### src/verilog/pwm_compare_a_value_pkg.sv
/*
 * pwm_compare_a_value_pkg: constants, register map, field positions and state types
 * for the time-base status and compare-A block.
 * Assumes one APB slave on a 32-bit bus, byte addresses, and one clock pclk.
 *
// Summary of operation
// [RULE1] counter top 0xFFFF sets flag; write-one clears
// [RULE2] top flag zero unless top reached since clear
// [RULE3] sync input pulse latches flag; write-one clears
// [RULE4] status bit 0 shows up(1) or down(0)
// [RULE5] direction reads one after reset, meaningless frozen
// [RULE6] counter equal compare-A raises match event
// [RULE7] match event forwarded to output action logic
// [RULE8] actions: ignore, low, high, invert per output
// [RULE9] compare-A is shadowed after reset
// [RULE10] shadow select zero: access hits shadow copy
// [RULE11] shadow copied to active on chosen event
// [RULE12] shadow full flag readable before writing
// [RULE13] shadow select one: access hits active copy
// [RULE14] both copies share one address
// [RULE15] mode: up, down, up-down, frozen (reset)
// [RULE16] full set by shadow write, cleared by load
// [RULE17] status reserved bits read zero, ignore writes
 */
`default_nettype none

package pwm_compare_a_value_pkg;

    localparam int APB_ADDR_W = 8;

    localparam logic [7:0] OFF_TB_CONTROL  = 8'h00;
    localparam logic [7:0] OFF_TB_STATUS   = 8'h04;
    localparam logic [7:0] OFF_TB_PERIOD   = 8'h08;
    localparam logic [7:0] OFF_TB_COUNTER  = 8'h0C;
    localparam logic [7:0] OFF_COMPARE_A_VALUE_VALUE  = 8'h10;
    localparam logic [7:0] OFF_CMP_CONTROL = 8'h14;
    localparam logic [7:0] OFF_ACTION_CTRL = 8'h18;
    localparam logic [7:0] OFF_INT_STATUS  = 8'h1C;
    localparam logic [7:0] OFF_INT_MASK    = 8'h20;

    // timebase_status fields
    localparam int ST_DIR_BIT  = 0;
    localparam int ST_SYNC_BIT = 1;
    localparam int ST_TOP_BIT  = 2;
    // compare_control fields
    localparam int CC_LOAD_LSB   = 0;
    localparam int CC_SHADOW_BIT = 4;
    localparam int CC_FULL_BIT   = 8;
    // action control fields: two bits per output
    localparam int AC_ONE_LSB = 0;
    localparam int AC_TWO_LSB = 2;
    // interrupt status / mask fields
    localparam int IRQ_TOP_BIT   = 0;
    localparam int IRQ_SYNC_BIT  = 1;
    localparam int IRQ_MATCH_BIT = 2;

    localparam logic [15:0] COUNTER_TOP    = 16'hFFFF;
    localparam logic [15:0] PERIOD_RESET   = 16'hFFFF;
    localparam logic [15:0] COMPARE_A_VALUE_RESET     = 16'h0000;
    localparam logic        DIR_RESET      = 1'b1;

    typedef enum logic [1:0] {
        MODE_UP, MODE_DOWN, MODE_UPDOWN, MODE_FROZEN
    } counter_mode_type;

    typedef enum logic [1:0] {
        LOAD_AT_ZERO, LOAD_AT_PERIOD, LOAD_AT_ZERO_OR_PERIOD, LOAD_NEVER
    } load_event_type;

    typedef enum logic [1:0] {
        ACT_NONE, ACT_LOW, ACT_HIGH, ACT_TOGGLE
    } action_type;

    typedef struct packed {
        logic                  psel;
        logic                  penable;
        logic                  pwrite;
        logic [APB_ADDR_W-1:0] paddr;
        logic [31:0]           pwdata;
    } apb_req_type;

    typedef struct packed {
        counter_mode_type counter_mode_select;
        logic [15:0]      period;
        logic [15:0]      timebase_counter;
        logic             count_direction_bit;
        logic             counter_top_reached_flag;
        logic             sync_input_seen_flag;
        logic [15:0]      compare_a_value_active;
        logic [15:0]      compare_a_value_shadow;
        logic             compare_a_shadow_select;
        load_event_type   compare_a_load_event_select;
        logic             compare_a_shadow_full_flag;
        action_type       output_one_action_control;
        action_type       output_two_action_control;
        logic             pwm_output_one;
        logic             pwm_output_two;
        logic             compare_a_event;
        logic [2:0]       int_status;
        logic [2:0]       int_mask;
        logic [31:0]      prdata;
        logic             pslverr;
    } state_type;

    localparam state_type STATE_RESET = '{
        counter_mode_select:         MODE_FROZEN,
        period:                      PERIOD_RESET,
        timebase_counter:            16'h0000,
        count_direction_bit:         DIR_RESET,
        counter_top_reached_flag:    1'b0,
        sync_input_seen_flag:        1'b0,
        compare_a_value_active:                 COMPARE_A_VALUE_RESET,
        compare_a_value_shadow:                 COMPARE_A_VALUE_RESET,
        compare_a_shadow_select:     1'b0,
        compare_a_load_event_select: LOAD_AT_ZERO,
        compare_a_shadow_full_flag:  1'b0,
        output_one_action_control:   ACT_NONE,
        output_two_action_control:   ACT_NONE,
        pwm_output_one:              1'b0,
        pwm_output_two:              1'b0,
        compare_a_event:             1'b0,
        int_status:                  3'h0,
        int_mask:                    3'h0,
        prdata:                      32'h00000000,
        pslverr:                     1'b0
    };

endpackage

`default_nettype wire

### src/verilog/pwm_compare_a_value.sv
/*
 * pwm_compare_a_value: time-base counter with status flags, compare-A channel with
 * shadow register, compare-A output actions, APB register slave and one
 * level interrupt.
 * Assumes APB inputs and external_sync_input synchronous to pclk; ce low
 * freezes every flip-flop and stretches APB transfers.
 */
// The address map and register access over APB were decided locally.
`default_nettype none

module pwm_compare_a_value
    import pwm_compare_a_value_pkg::*;
(
    input  wire logic        pclk,
    input  wire logic        presetn,
    input  wire logic        ce,
    input  wire apb_req_type apb_req,
    output logic [31:0]      prdata,
    output logic             pready,
    output logic             pslverr,
    input  wire logic        external_sync_input,
    output logic             compare_a_event,
    output logic             pwm_output_one,
    output logic             pwm_output_two,
    output logic             irq
);

    state_type state_r;
    state_type state_nxt;

    function automatic logic is_mapped(input logic [APB_ADDR_W-1:0] addr);
        case (addr)
            OFF_TB_CONTROL, OFF_TB_STATUS, OFF_TB_PERIOD, OFF_TB_COUNTER,
            OFF_COMPARE_A_VALUE_VALUE, OFF_CMP_CONTROL, OFF_ACTION_CTRL,
            OFF_INT_STATUS, OFF_INT_MASK: is_mapped = 1'b1;
            default: is_mapped = 1'b0;
        endcase
    endfunction

    function automatic logic apply_action(input logic cur, input action_type act);
        case (act)
            ACT_LOW:    apply_action = 1'b0;
            ACT_HIGH:   apply_action = 1'b1;
            ACT_TOGGLE: apply_action = ~cur;
            default:    apply_action = cur;
        endcase
    endfunction

    logic        setup_phase;
    logic        wr_access;
    logic [31:0] wdata;
    logic        running;
    logic        at_zero;
    logic        at_period;
    logic        match;
    logic        load_strobe;
    logic [15:0] compare_a_value_view;

    assign pready      = ce;
    assign setup_phase = apb_req.psel & ~apb_req.penable;
    assign wr_access   = apb_req.psel & apb_req.penable & apb_req.pwrite
                         & is_mapped(apb_req.paddr);
    assign wdata       = apb_req.pwdata;

    assign running   = state_r.counter_mode_select != MODE_FROZEN;
    assign at_zero   = state_r.timebase_counter == 16'h0000;
    assign at_period = state_r.timebase_counter == state_r.period;
    assign match     = running && (state_r.timebase_counter == state_r.compare_a_value_active); // RULE6

    always_comb begin
        case (state_r.compare_a_load_event_select) // RULE11
            LOAD_AT_ZERO:           load_strobe = running & at_zero;
            LOAD_AT_PERIOD:         load_strobe = running & at_period;
            LOAD_AT_ZERO_OR_PERIOD: load_strobe = running & (at_zero | at_period);
            default:                load_strobe = 1'b0;
        endcase
    end

    // single address, the select bit alone picks the copy
    assign compare_a_value_view = state_r.compare_a_shadow_select ? state_r.compare_a_value_active // RULE13 RULE14
                                                       : state_r.compare_a_value_shadow; // RULE10

    always_comb begin
        state_nxt = state_r;

        // time-base counter; mode change applies from the current count
        case (state_r.counter_mode_select) // RULE15
            MODE_UP: begin
                state_nxt.count_direction_bit = 1'b1; // RULE4
                if (state_r.timebase_counter >= state_r.period) begin
                    state_nxt.timebase_counter = 16'h0000;
                end else begin
                    state_nxt.timebase_counter = state_r.timebase_counter + 16'h0001;
                end
            end
            MODE_DOWN: begin
                state_nxt.count_direction_bit = 1'b0; // RULE4
                if (at_zero) begin
                    state_nxt.timebase_counter = state_r.period;
                end else begin
                    state_nxt.timebase_counter = state_r.timebase_counter - 16'h0001;
                end
            end
            MODE_UPDOWN: begin
                if (state_r.count_direction_bit) begin
                    if (state_r.timebase_counter >= state_r.period) begin
                        state_nxt.count_direction_bit = 1'b0; // RULE4
                        state_nxt.timebase_counter    = state_r.timebase_counter - 16'h0001;
                    end else begin
                        state_nxt.timebase_counter = state_r.timebase_counter + 16'h0001;
                    end
                end else begin
                    if (at_zero) begin
                        state_nxt.count_direction_bit = 1'b1; // RULE4
                        state_nxt.timebase_counter    = state_r.timebase_counter + 16'h0001;
                    end else begin
                        state_nxt.timebase_counter = state_r.timebase_counter - 16'h0001;
                    end
                end
            end
            default: begin
                // frozen: direction keeps its last value and means nothing
                state_nxt.timebase_counter = state_r.timebase_counter; // RULE5
            end
        endcase

        // compare-A event to the action stage, one cycle pulse
        state_nxt.compare_a_event = match; // RULE7
        if (match) begin
            state_nxt.pwm_output_one = apply_action(state_r.pwm_output_one,
                                                    state_r.output_one_action_control); // RULE8
            state_nxt.pwm_output_two = apply_action(state_r.pwm_output_two,
                                                    state_r.output_two_action_control); // RULE8
        end

        // shadow load; a write in the same cycle re-fills the shadow below
        if (!state_r.compare_a_shadow_select && load_strobe) begin
            state_nxt.compare_a_value_active                = state_r.compare_a_value_shadow; // RULE11
            state_nxt.compare_a_shadow_full_flag = 1'b0; // RULE16
        end

        // register writes; W1C clears first so hardware sets win
        state_nxt.pslverr = 1'b0;
        if (wr_access) begin
            case (apb_req.paddr)
                OFF_TB_CONTROL: begin
                    state_nxt.counter_mode_select = counter_mode_type'(wdata[1:0]); // RULE15
                end
                OFF_TB_STATUS: begin
                    // only the two sticky bits react; the rest is read-only
                    if (wdata[ST_TOP_BIT]) begin
                        state_nxt.counter_top_reached_flag = 1'b0; // RULE1
                    end
                    if (wdata[ST_SYNC_BIT]) begin
                        state_nxt.sync_input_seen_flag = 1'b0; // RULE3
                    end
                end
                OFF_TB_PERIOD: begin
                    state_nxt.period = wdata[15:0];
                end
                OFF_COMPARE_A_VALUE_VALUE: begin
                    if (state_r.compare_a_shadow_select) begin
                        state_nxt.compare_a_value_active = wdata[15:0]; // RULE13
                    end else begin
                        state_nxt.compare_a_value_shadow                = wdata[15:0]; // RULE10
                        state_nxt.compare_a_shadow_full_flag = 1'b1; // RULE16
                    end
                end
                OFF_CMP_CONTROL: begin
                    state_nxt.compare_a_shadow_select     = wdata[CC_SHADOW_BIT];
                    state_nxt.compare_a_load_event_select =
                        load_event_type'(wdata[CC_LOAD_LSB +: 2]);
                end
                OFF_ACTION_CTRL: begin
                    state_nxt.output_one_action_control = action_type'(wdata[AC_ONE_LSB +: 2]);
                    state_nxt.output_two_action_control = action_type'(wdata[AC_TWO_LSB +: 2]);
                end
                OFF_INT_STATUS: begin
                    state_nxt.int_status = state_r.int_status & ~wdata[2:0];
                end
                OFF_INT_MASK: begin
                    state_nxt.int_mask = wdata[2:0];
                end
                default: begin
                    state_nxt.pslverr = 1'b0;
                end
            endcase
        end

        // hardware sets, after the clears
        if (state_r.timebase_counter == COUNTER_TOP) begin
            state_nxt.counter_top_reached_flag = 1'b1; // RULE1 RULE2
            state_nxt.int_status[IRQ_TOP_BIT]  = 1'b1;
        end
        if (external_sync_input) begin
            state_nxt.sync_input_seen_flag     = 1'b1; // RULE3
            state_nxt.int_status[IRQ_SYNC_BIT] = 1'b1;
        end
        if (match) begin
            state_nxt.int_status[IRQ_MATCH_BIT] = 1'b1;
        end

        // read data and error captured in the setup cycle, shown in access
        if (setup_phase) begin
            state_nxt.prdata  = 32'h00000000;
            state_nxt.pslverr = ~is_mapped(apb_req.paddr);
            case (apb_req.paddr)
                OFF_TB_CONTROL: begin
                    state_nxt.prdata[1:0] = state_r.counter_mode_select;
                end
                OFF_TB_STATUS: begin
                    // upper bits stay zero
                    state_nxt.prdata[ST_TOP_BIT]  = state_r.counter_top_reached_flag; // RULE17
                    state_nxt.prdata[ST_SYNC_BIT] = state_r.sync_input_seen_flag;
                    state_nxt.prdata[ST_DIR_BIT]  = state_r.count_direction_bit; // RULE4
                end
                OFF_TB_PERIOD: begin
                    state_nxt.prdata[15:0] = state_r.period;
                end
                OFF_TB_COUNTER: begin
                    state_nxt.prdata[15:0] = state_r.timebase_counter;
                end
                OFF_COMPARE_A_VALUE_VALUE: begin
                    state_nxt.prdata[15:0] = compare_a_value_view; // RULE14
                end
                OFF_CMP_CONTROL: begin
                    state_nxt.prdata[CC_LOAD_LSB +: 2] = state_r.compare_a_load_event_select;
                    state_nxt.prdata[CC_SHADOW_BIT]    = state_r.compare_a_shadow_select;
                    state_nxt.prdata[CC_FULL_BIT]      = state_r.compare_a_shadow_full_flag; // RULE12
                end
                OFF_ACTION_CTRL: begin
                    state_nxt.prdata[AC_ONE_LSB +: 2] = state_r.output_one_action_control;
                    state_nxt.prdata[AC_TWO_LSB +: 2] = state_r.output_two_action_control;
                end
                OFF_INT_STATUS: begin
                    state_nxt.prdata[2:0] = state_r.int_status;
                end
                OFF_INT_MASK: begin
                    state_nxt.prdata[2:0] = state_r.int_mask;
                end
                default: begin
                    state_nxt.prdata = 32'h00000000;
                end
            endcase
        end
    end

    // reset state: frozen counter, shadowed compare-A, direction one
    always_ff @(posedge pclk or negedge presetn) begin
        if (!presetn) begin
            state_r <= STATE_RESET; // RULE5 RULE9
        end else if (ce) begin
            state_r <= state_nxt;
        end
    end

    assign prdata          = state_r.prdata;
    assign pslverr         = state_r.pslverr & apb_req.psel & apb_req.penable;
    assign compare_a_event = state_r.compare_a_event;
    assign pwm_output_one  = state_r.pwm_output_one;
    assign pwm_output_two  = state_r.pwm_output_two;
    assign irq             = |(state_r.int_status & state_r.int_mask);

endmodule

`default_nettype wire

### config.mk
export PLATFORM = sky130hd
export DESIGN_NAME = pwm_compare_a_value
export DESIGN_NICKNAME = d
export VERILOG_FILES = /design/src/verilog/pwm_compare_a_value_pkg.sv /design/src/verilog/pwm_compare_a_value.sv
export SDC_FILE = /design/constraint.sdc
export NUM_CORES = 1
export LEC_CHECK = 0
export BUFFER_PORTS_ARGS = -buffer_cell sky130_fd_sc_hd__buf_4
export CORE_MARGIN = 1.5
export CORE_UTILIZATION = 60
export DETAILED_ROUTE_END_ITERATION = 8
export PLACE_DENSITY = 0.82
export SETUP_SLACK_MARGIN = 0.5
export SYNTH_ARGS = -nofsm -noshare
export SYNTH_HDL_FRONTEND = slang
export SYNTH_SLANG_ARGS = --single-unit
export TNS_END_PERCENT = 50
### constraint.sdc
create_clock -name pclk -period 10 [get_ports pclk]
set_clock_uncertainty 0.2 [all_clocks]
set_input_delay 0.5 -clock pclk [delete_from_list [all_inputs] [get_ports pclk]]
set_output_delay 0.5 -clock pclk [all_outputs]
set_load 0.005 [all_outputs]
# Yosys cells after proc, flatten, opt, wreduce, memory -nomap -nowiden
# Index checks and enable logic that the tools add are counted.
dict set report totals {
  ff_bits 103
  latch_bits 0
  ram_bits 0
  romBits 0
  out_inout_bits 38
  n_memories 0
}
dict set report classes {
  addsub 2
  mul 0
  n_div 0
  magnitude_cmp 1
  eq_ne 22
  shifts 0
  mux 44
  n_bitwise 18
  n_reduce_logical 37
}
# op n
set op_table {}
lappend op_table {{16-bit two-way mux} 8}
lappend op_table {{16-bit one-hot mux with 3 select lines} 1}
lappend op_table {{42-bit two-way mux} 1}
lappend op_table {{16-bit == test} 2}
lappend op_table {{8-bit by 5-bit == test with 1-bit output, second input constant} 4}
lappend op_table {{32-bit two-way mux} 1}
lappend op_table {{3-bit AND reduction} 10}
lappend op_table {{7-bit one-hot mux with 3 select lines} 1}
lappend op_table {{2-bit nonzero test} 10}
lappend op_table {{2-bit one-hot mux with 9 select lines} 1}
lappend op_table {{17-bit two-way mux} 1}
lappend op_table {{16-bit by 1-bit adder with 16-bit output, second input constant} 1}
lappend op_table {{16-bit == test, second input constant} 1}
lappend op_table {{8-bit by 4-bit == test with 1-bit output, second input constant} 2}
lappend op_table {{16-bit greater-or-equal comparator} 1}
lappend op_table {{16-bit zero test} 1}
lappend op_table {{16-bit by 1-bit subtractor with 16-bit output, second input constant} 1}
lappend op_table {{1-bit two-way mux} 15}
lappend op_table {{2-bit == test, second input constant} 6}
lappend op_table {{1-bit one-hot mux with 3 select lines} 4}
lappend op_table {{1-bit one-hot mux with 4 select lines} 3}
lappend op_table {{4-bit AND reduction} 3}
lappend op_table {{1-bit bitwise AND} 9}
lappend op_table {{3-bit two-way mux} 3}
lappend op_table {{21 further kinds} 34}

# Logic depth before layout (Yosys ltp)
# Gate-level depths: netlist (run 1).
dict set report logic_depth {
  depth_word 10
  depth_mapped 13
  mapped_depth_nobuf 9
}

# Worst setup path after synthesis (run 1)
# Ideal clock, no wire load.
dict set report synth_timing {
  path_type {reg-to-reg}
  start {register state_r[85] (netlist bit)}
  end {register state_r[71] (netlist bit)}
  setup_ns 0.073
  t_arrival_ns 3.154
  required_ns 9.727
  setup_slack_ns 6.573
  stages_incl_launch_ff 14
  n_path_buf 4
  synth_period_minus_slack_ns 3.427
  path_cell_list {dfrtp_1 -> clkbuf_1 -> inv_1 -> ha_1 -> or3b_2 -> or3_1 -> buf_6 -> nor3_4 -> o21ai_1 -> a2111o_1 -> buf_6 -> a21oi_4 -> buf_6 -> a2bb2oi_2}
}
dict set report synth_between {
  elab_chain_cells 9
  elab_cells_between_ends 12
  classes_between {eq/ne: 1; mux: 5; bitwise: 4; reduce/logical: 2}
}
# element line
set synth_lines {}
lappend synth_lines {{start: declaration} pwm_compare_a_value.sv:28} ;# state_type state_r;
lappend synth_lines {{start signal: assignment} pwm_compare_a_value.sv:253} ;# state_r <= state_nxt;
lappend synth_lines {{16-bit == test / 16-bit zero test (equally long branches)} {pwm_compare_a_value.sv:67, pwm_compare_a_value.sv:66}}
lappend synth_lines {{1-bit bitwise OR} pwm_compare_a_value.sv:74} ;# LOAD_AT_ZERO_OR_PERIOD: load_strobe = running & (at_zero | at_period);
lappend synth_lines {{1-bit bitwise AND} pwm_compare_a_value.sv:74}
lappend synth_lines {{1-bit one-hot mux with 3 select lines *} pwm_compare_a_value.sv:71} ;# case (state_r.compare_a_load_event_select)
lappend synth_lines {{1-bit logical AND *} pwm_compare_a_value.sv:137} ;# if (!state_r.compare_a_shadow_select && load_strobe) begin
lappend synth_lines {{16-bit two-way mux *} pwm_compare_a_value.sv:137}
lappend synth_lines {{16-bit two-way mux} pwm_compare_a_value.sv:162} ;# if (state_r.compare_a_shadow_select) begin
lappend synth_lines {{32-bit two-way mux} pwm_compare_a_value.sv:145} ;# case (apb_req.paddr)
lappend synth_lines {{42-bit two-way mux *} pwm_compare_a_value.sv:144} ;# if (wr_access) begin
# Mark *: on every way between the ends. The rest lies on a longest branch, timed or not. The select of a mux whose other input is x is not followed.
# A chain may end at the register's enable or synchronous reset.

# Worst setup path after layout (run 1)
dict set report layout_timing {
  start {register state_r[85] (netlist bit)}
  end {register state_r[90] (netlist bit)}
}
dict set report layout_between {
  elab_chain_cells 4
  elab_cells_between_ends 10
  classes_between {add/sub: 2; order compare: 1; mux: 6; reduce/logical: 1}
}
# element line
set layout_lines {}
lappend layout_lines {{16-bit by 1-bit subtractor with 16-bit output (tied with other cells)} {pwm_compare_a_value.sv:101, pwm_compare_a_value.sv:108, pwm_compare_a_value.sv:117}}
lappend layout_lines {{16-bit two-way mux (on tied branches)} {pwm_compare_a_value.sv:113, pwm_compare_a_value.sv:106}}
lappend layout_lines {{17-bit two-way mux} pwm_compare_a_value.sv:105} ;# if (state_r.count_direction_bit) begin
lappend layout_lines {{16-bit one-hot mux with 3 select lines *} pwm_compare_a_value.sv:87} ;# case (state_r.counter_mode_select)
# Mark *: on every way between the ends. The rest lies on a longest branch, timed or not.

==> results of run 1 <==
worst max-delay path: cells and delay by family (launching register included):
| kind | cells | cell delay, ns |
|---|---|---|
| AOI/OAI and AO/OA | 3 | 0.86 |
| DFF | 1 | 0.52 |
| buffers and inverters | 1 | 0.16 |
| adders and majority gates | 1 | 0.27 |
| and+or+nand+nor | 4 | 2.26 |
worst paths after layout:
kind	from	to	slack (ns)	cells past startpoint
min in group asynchronous	presetn	prdata[6]$_DFFE_PN0P_	0.39	2
max	state_r[85]$_DFFE_PN0P_	state_r[90]$_DFFE_PN0P_	5.60	9
min	external_sync_input	state_r[37]$_DFFE_PN0P_	0.18	2
max reg2reg	state_r[85]$_DFFE_PN0P_	state_r[90]$_DFFE_PN0P_	5.60	9
max in group asynchronous	presetn	state_r[55]$_DFFE_PN0P_	7.90	3
min reg2reg	prdata[12]$_DFFE_PN0P_	prdata[12]$_DFFE_PN0P_	0.29	2
timing repair:
| action | CTS | global route |
|---|---|---|
| endpoints found under the hold margin | 22 | 0 |
| gates resized for setup | 0 | 0 |
| hold buffers | 1 | 0 |
flip-flops by register name (all words and copies together), names as in the netlist:
| register | count |
|---|---|
| prdata | 16 |
| state_r | 84 |
| pwm_output_two | 1 |
| compare_a_event | 1 |
| pwm_output_one | 1 |
logic make-up (layout without fill, tap and decap cells):
| group | after synthesis | after routing | share of synthesized area |
|---|---|---|---|
| compound gates | 216 | 216 | 0.2245 |
| xor+xnor | 32 | 32 | 0.04048 |
| fa+ha+maj | 24 | 24 | 0.04338 |
| buf+inv | 122 | 112 | 0.08856 |
| flops | 103 | 103 | 0.3757 |
| mux | 48 | 48 | 0.07591 |
| other cells | 1 | 16 | 0.0005417 |
| simple gates | 208 | 208 | 0.1509 |
through the flow:
step | cell area, sq um | std cells | hold WS (ns) | setup WS (ns)
after floorplan | 6979 | 769 | 0.004409 | 6.573
after global placement | 7112 | 885 | 0.2408 | 5.782
after detailed placement | 7112 | 885 | 0.2446 | 5.711
after CTS | 7448 | 902 | 0.1742 | 5.697
after global routing | 7448 | 902 | 0.1682 | 5.440
final | 7448 | 902 | 0.1813 | 5.598
metal layers:
metal	vias up	routed length [microns]	global-route usage
met5	-	0	0
met4	0	770	0.1419
met2	397	9296	0.5255
met1	3005	7968	0.4358
li1	2742	-	-
met3	76	1816	0.07739
cells in the final DEF (no fill, tap or decap), drive strengths merged, types with 7 or more instances in the layout:
| master | Yosys | routed |
|---|---|---|
| dfrtp | 84 | 84 |
| nand2 | 65 | 65 |
| o21ai | 58 | 58 |
| buf | 40 | 56 |
| inv | 39 | 42 |
| mux2 | 36 | 36 |
| nor2 | 33 | 33 |
| xnor2 | 26 | 26 |
| nand3 | 24 | 24 |
| ha | 24 | 24 |
| a21oi | 23 | 23 |
| o22ai | 22 | 22 |
| dfstp | 19 | 19 |
| a2bb2oi | 17 | 17 |
| conb | 1 | 16 |
| nor3 | 16 | 16 |
| a221oi | 14 | 14 |
| nand4 | 13 | 13 |
| a22o | 12 | 12 |
| mux2i | 12 | 12 |
| or3 | 10 | 10 |
| and3 | 10 | 10 |
| a211oi | 10 | 10 |
| clkbuf | 43 | 10 |
| a31oi | 9 | 9 |
| nor4 | 9 | 9 |
| a22oi | 7 | 7 |
| or4 | 7 | 7 |
report_power, final:
group	switching [mW]	internal, mW
clock	0.182	0.209
combinational	0.173	0.140
sequential	0.0565	0.454
cell type report:
cell class	instances	area (sq um)	area share
clock buffer	10	239.0	0.03208
clock inverter	6	87.58	0.01176
inverter	39	146.4	0.01965
multi-input combinational	544	3765	0.5055
sequential	103	2601	0.3492
tap	143	178.9	0.02402
timing repair buffer	57	430.4	0.05779
==> impl_metrics.tcl, run 1 <==
set metrics [dict create \
    vdd_drop_max_mv 0.1846 \
    floorplan.die.height_microns 110.4 \
    setup_violations 0 \
    type_of_origin_of_the_critical_path "flip-flop" \
    route.detailed.vias_per_inst 6.896 \
    die_w_microns 110.4 \
    drt_iter0_markers 711 \
    synth_ff_type "sky130_fd_sc_hd__dfrtp_1" \
    worstSkewPairLatency_ns 0.37 \
    tritoncts_clock_tree "built" \
    count_of_clock_tree_sinks 103 \
    netlist-cell-type-count 66 \
    antenna-diode-count 0 \
    routed_wire_length_per_instance_microns 22.01 \
    groute.usage.overall 0.3313 \
    clock_h_tree_levels 3 \
    post-dp-hpwl_microns 13730 \
    avgSynthCellArea_sq_um 9.182 \
    dr.pass1.iters 7 \
    placeableCoreArea_sq_um 11320 \
    io_buffers 52 \
    globalplace.congestion 0.9569 \
    netlist_area_sq_um 6923 \
    yosys.cell_count.top_type "sky130_fd_sc_hd__dfrtp_1" \
    cts_inserted_buffers 9 \
    io-pin-count 85 \
    register_bit_total_from_synthesis 103 \
    cpMaxStageDelayCell "sky130_fd_sc_hd__nor2_1" \
    synth_edf_count 0 \
    final_util 0.6579 \
    global_route.overflow_total 0 \
    die-area_sq_um 12190 \
    rows 39 \
    pin_count_of_the_biggest_net_entering_global_routing 79 \
    power-per-cell-area_nw_per_um2 163.0 \
    layout_worst_path_cycle_share 0.4402 \
    maxSlewHeadroom 0.2983 \
    clkTransAtPathRegs_ns 0.08 \
    final-hold-violation-count 0 \
    count_of_warnings_emitted_by_yosys 0 \
    post-synth-top-area-fraction 0.3036 \
    fmax_ghz 0.2272 \
    cp_max_fo 14 \
    slew_viol_final 0 \
    period_minus_slack_ns 4.402 \
    routed_wl_microns 19850 \
    grt_setup_unrepaired "no" \
    grt_antenna_before_repair 0 \
    final_antenna_net_count 0 \
    setup.worst_path.class "reg2reg" \
    leakagePower_nw 3.160 \
    final_layout_size_suffix_gt1_frac 0.1884 \
    clk_path_buf_depth 2 \
    synth.yosys.seq_area_share 0.3757 \
    grt_pass1_vias 6112 \
    arrival_ns 4.46 \
    max_cap_viol_count 0 \
    remaining_drc_errors 0 \
    grt_first_pass_wirelength_microns 32340 \
    timing.critical_path.slowest_cell_delay_ns 0.84 \
    worst_pin_slew_ns 1.049 \
    final_net_count 825 \
    crit_chain "inv_1 > ha_1 > or3b_2 > or3_1 > nor2_1 > nor3_1 > a221oi_1 > a311oi_1 > a211o_1" \
    design_power_total_mw 1.214 \
    floorplan.initialDensity 0.6115 \
    setup-tns-final_ns 0 \
    synth_common_cells "84 x sky130_fd_sc_hd__dfrtp_1, 65 x sky130_fd_sc_hd__nand2_1, 57 x sky130_fd_sc_hd__o21ai_0, 43 x sky130_fd_sc_hd__clkbuf_1, 39 x sky130_fd_sc_hd__inv_1" \
    syn-instance-count 754 \
    endpoint_kind "flip-flop" \
    postCtsSetupRepairBufs 0 \
    critPathRequiredTime_ns 10.05 \
    nFillCells 879 \
    asyncSetResetFlopFracSynth 1.000 \
    syn2layout_area_growth_pct 7.591 \
    outcome "finished clean" \
    routed-via-count 6220 \
    hold_path_class "in2reg" \
    clock-root-buffer "sky130_fd_sc_hd__clkbuf_16" \
    yosys.area.top_type "sky130_fd_sc_hd__dfrtp_1" \
    ys_top_cells_by_area "sky130_fd_sc_hd__dfrtp_1 30%, sky130_fd_sc_hd__dfstp_2 7.2%, sky130_fd_sc_hd__mux2_2 5.9%" \
]
(Power assumes the default switching activity.)
==> inputs of run 2 (changes only) <==
--- a/config.mk
+++ b/config.mk
@@ -7,9 +7,9 @@
 export LEC_CHECK = 0
 export BUFFER_PORTS_ARGS = -buffer_cell sky130_fd_sc_hd__buf_4
 export CORE_MARGIN = 1.5
-export CORE_UTILIZATION = 60
+export CORE_UTILIZATION = 54
 export DETAILED_ROUTE_END_ITERATION = 8
-export PLACE_DENSITY = 0.82
+export PLACE_DENSITY = 0.78
 export SETUP_SLACK_MARGIN = 0.5
 export SYNTH_ARGS = -nofsm -noshare
 export SYNTH_HDL_FRONTEND = slang
==> constraint.sdc (replaced) <==
create_clock -name pclk -period 3.8 [get_ports pclk]
set_clock_uncertainty 0.2 [all_clocks]
set_input_delay 0.19 -clock pclk [delete_from_list [all_inputs] [get_ports pclk]]
set_output_delay 0.19 -clock pclk [all_outputs]
set_load 0.005 [all_outputs]
==> run 2 against run 1 <==
Utilization down 2.1 points; non-clock buffer count is 52 higher; die area up 11%; sequential share of layout area is 2.4 points lower; via count increased by 4.7%; flip-flop and latch count did not move; maximum frequency is 37% higher; total power increased to 2.7 times the previous value; setup slack worse by 5.0 ns; sequential power increased to 2.6 times the previous value; largest cell class unchanged.
==> impl_metrics.tcl, run 2 (same netlist as run 1, synthesis figures left out) <==
set metrics [dict create \
    outcome "finished clean" \
    nFillCells 998 \
    period_minus_slack_ns 3.216 \
    hold_path_class "in2reg" \
    count_of_clock_tree_sinks 103 \
    use_met2 0.5020 \
    clk_path_buf_depth 2 \
    cp_max_fo 11 \
    leakagePower_nw 3.418 \
    antenna-diode-count 0 \
    worst-r2r-cell-count 10 \
    grt-busiest-layer "met2" \
    crit_buf_inv 2 \
    critical_path.top_delay_family "compound AO/OA/AOI/OAI gates" \
    drt_iter0_markers 920 \
    arrival_ns 3.30 \
    grt_first_pass_wirelength_microns 32680 \
    setup-tns-final_ns 0 \
    multi_input_comb_area_sq_um 3840 \
    globalplace.congestion 0.9226 \
    final_antenna_net_count 0 \
    route.detailed.vias_per_inst 6.626 \
    pin_count_of_the_biggest_net_entering_global_routing 58 \
    setup_violations 0 \
    io-pin-count 85 \
    regToRegStartpoint "state_r[115]$_DFFE_PN1P_" \
    floorplan.die.height_microns 116.2 \
    clock-root-buffer "sky130_fd_sc_hd__clkbuf_16" \
    hold_path_depth 3 \
    worstSkewPairLatency_ns 0.36 \
    setup.worst_path.class "reg2reg" \
    timing.critical_path.slowest_cell_delay_ns 0.57 \
    type_of_origin_of_the_critical_path "flip-flop" \
    dpl.cell_count 947 \
    routed-via-count 6513 \
    routed_wire_length_per_instance_microns 21.37 \
    cell_count_final_fillers_out 983 \
    layout_worst_path_cycle_share 0.8464 \
    dr.pass1.iters 6 \
    groute.usage.overall 0.3152 \
    floorplan.initialDensity 0.5508 \
    worst_hold_startpoint "apb_req[0]" \
    final_layout_size_suffix_gt1_frac 0.2343 \
    grt_pass1_vias 6209 \
    timing.hold.worst_endpoint "state_r[66]$_DFFE_PN0P_" \
    reg2reg_setup_slack_ns 0.58 \
    io_buffers 52 \
    worst-path-stages 10 \
    gr-usage-met1 0.4105 \
    final-hold-violation-count 0 \
    die-area_sq_um 13510 \
    crit_chain "inv_1 > ha_1 > nand4_1 > or4_4 > nor3_2 > a22oi_1 > a2111o_1 > a21oi_4 > buf_12 > a2bb2oi_1" \
    worst_slack_ns 0.5835 \
    placeableCoreArea_sq_um 12570 \
    r2r-end "state_r[81]$_DFFE_PN0P_" \
    clock_h_tree_levels 3 \
    endpoint_kind "flip-flop" \
    cts_inserted_buffers 9 \
    fmax_ghz 0.3109 \
    post-dp-hpwl_microns 14560 \
    maxSlewHeadroom 0.3699 \
    worst_pin_slew_ns 0.9416 \
    design_power_total_mw 3.296 \
    tritoncts_clock_tree "built" \
    remaining_drc_errors 0 \
    met3_usage 0.05708 \
    slew_viol_final 0 \
    regMostFlops "state_r" \
    cpMaxStageDelayCell "sky130_fd_sc_hd__or4_4" \
    die_w_microns 116.2 \
    rows 41 \
    pre_cts_ws_ns 0.4403 \
    syn2layout_area_growth_pct 15.60 \
    mostFrequentLayoutCell "sky130_fd_sc_hd__buf_4" \
    fin_worst_hold_slack_ns 0.005524 \
    power-per-cell-area_nw_per_um2 411.9 \
    global_route.overflow_total 0 \
    grt_antenna_before_repair 0 \
    final_net_count 877 \
    routed_wl_microns 21010 \
    largest_register_ff_count 84 \
    register_area_sq_um 2601 \
    layout_common_cells "87 x sky130_fd_sc_hd__buf_4, 84 x sky130_fd_sc_hd__dfrtp_1, 65 x sky130_fd_sc_hd__nand2_1" \
    max_cap_viol_count 0 \
    critPathRequiredTime_ns 3.88 \
    vdd_drop_max_mv 0.2430 \
    clkTransAtPathRegs_ns 0.07 \
    grt_setup_unrepaired "yes" \
]
run 2: worst max-delay path by stage:
stage / from / end
2_1_floorplan: state_r[85]$_DFFE_PN0P_ / state_r[71]$_DFFE_PN0P_
5_1_grt: state_r[115]$_DFFE_PN1P_ / state_r[81]$_DFFE_PN0P_
3_5_place_dp: state_r[116]$_DFFE_PN1P_ / state_r[81]$_DFFE_PN0P_
4_1_cts: state_r[116]$_DFFE_PN1P_ / state_r[76]$_DFFE_PN0P_
6_report: state_r[115]$_DFFE_PN1P_ / state_r[81]$_DFFE_PN0P_
3_3_place_gp: state_r[116]$_DFFE_PN1P_ / state_r[92]$_DFFE_PN0P_
run 2: repair_timing:
action                     CTS  global route
setup endpoints to repair   15            29
pin swaps                    1             3
hold buffers                18             0
hold endpoints to repair    93             0
buffers inserted             1             1
resized for setup            2            14
run 2: worst register-to-register path: cells and delay by family, from the launching register on:
kind	cells	cell delay [ns]
AOI/OAI and AO/OA	4	0.96
adders and majority gates	1	0.31
buffers and inverters	2	0.27
DFF	1	0.55
and+or+nand+nor	3	0.84
run 2: metrics by stage:
step / util / area (sq um)
3_5_place_dp: 0.5898 / 7413
2_1_floorplan: - / 6985
6_report: 0.6367 / 8003
5_1_grt: 0.6367 / 8003
3_3_place_gp: 0.5898 / 7413
4_1_cts: 0.6305 / 7924
run 2: area by class of cell:
class	count	area share
Inverter	39	0.01829
Timing Repair Buffer	109	0.1109
Clock inverter	6	0.009225
Multi-Input combinational cell	544	0.4798
Sequential cell	103	0.3250
Tap cell	172	0.02689
Clock buffer	10	0.02986
run 2: where the power goes:
| group | leakage [nW] | switching [mW] | internal, mW | total, mW |
|---|---|---|---|---|
| logic | 1.95 | 0.519 | 0.456 | 0.975 |
| clock network | 0.148 | 0.459 | 0.539 | 0.998 |
| registers | 1.32 | 0.127 | 1.20 | 1.32 |
run 2: routing by layer:
layer / share of wire / wire [microns]
met5: 0 / 0
met2: 0.47 / 9965
met1: 0.40 / 8330
met3: 0.083 / 1744
met4: 0.046 / 966
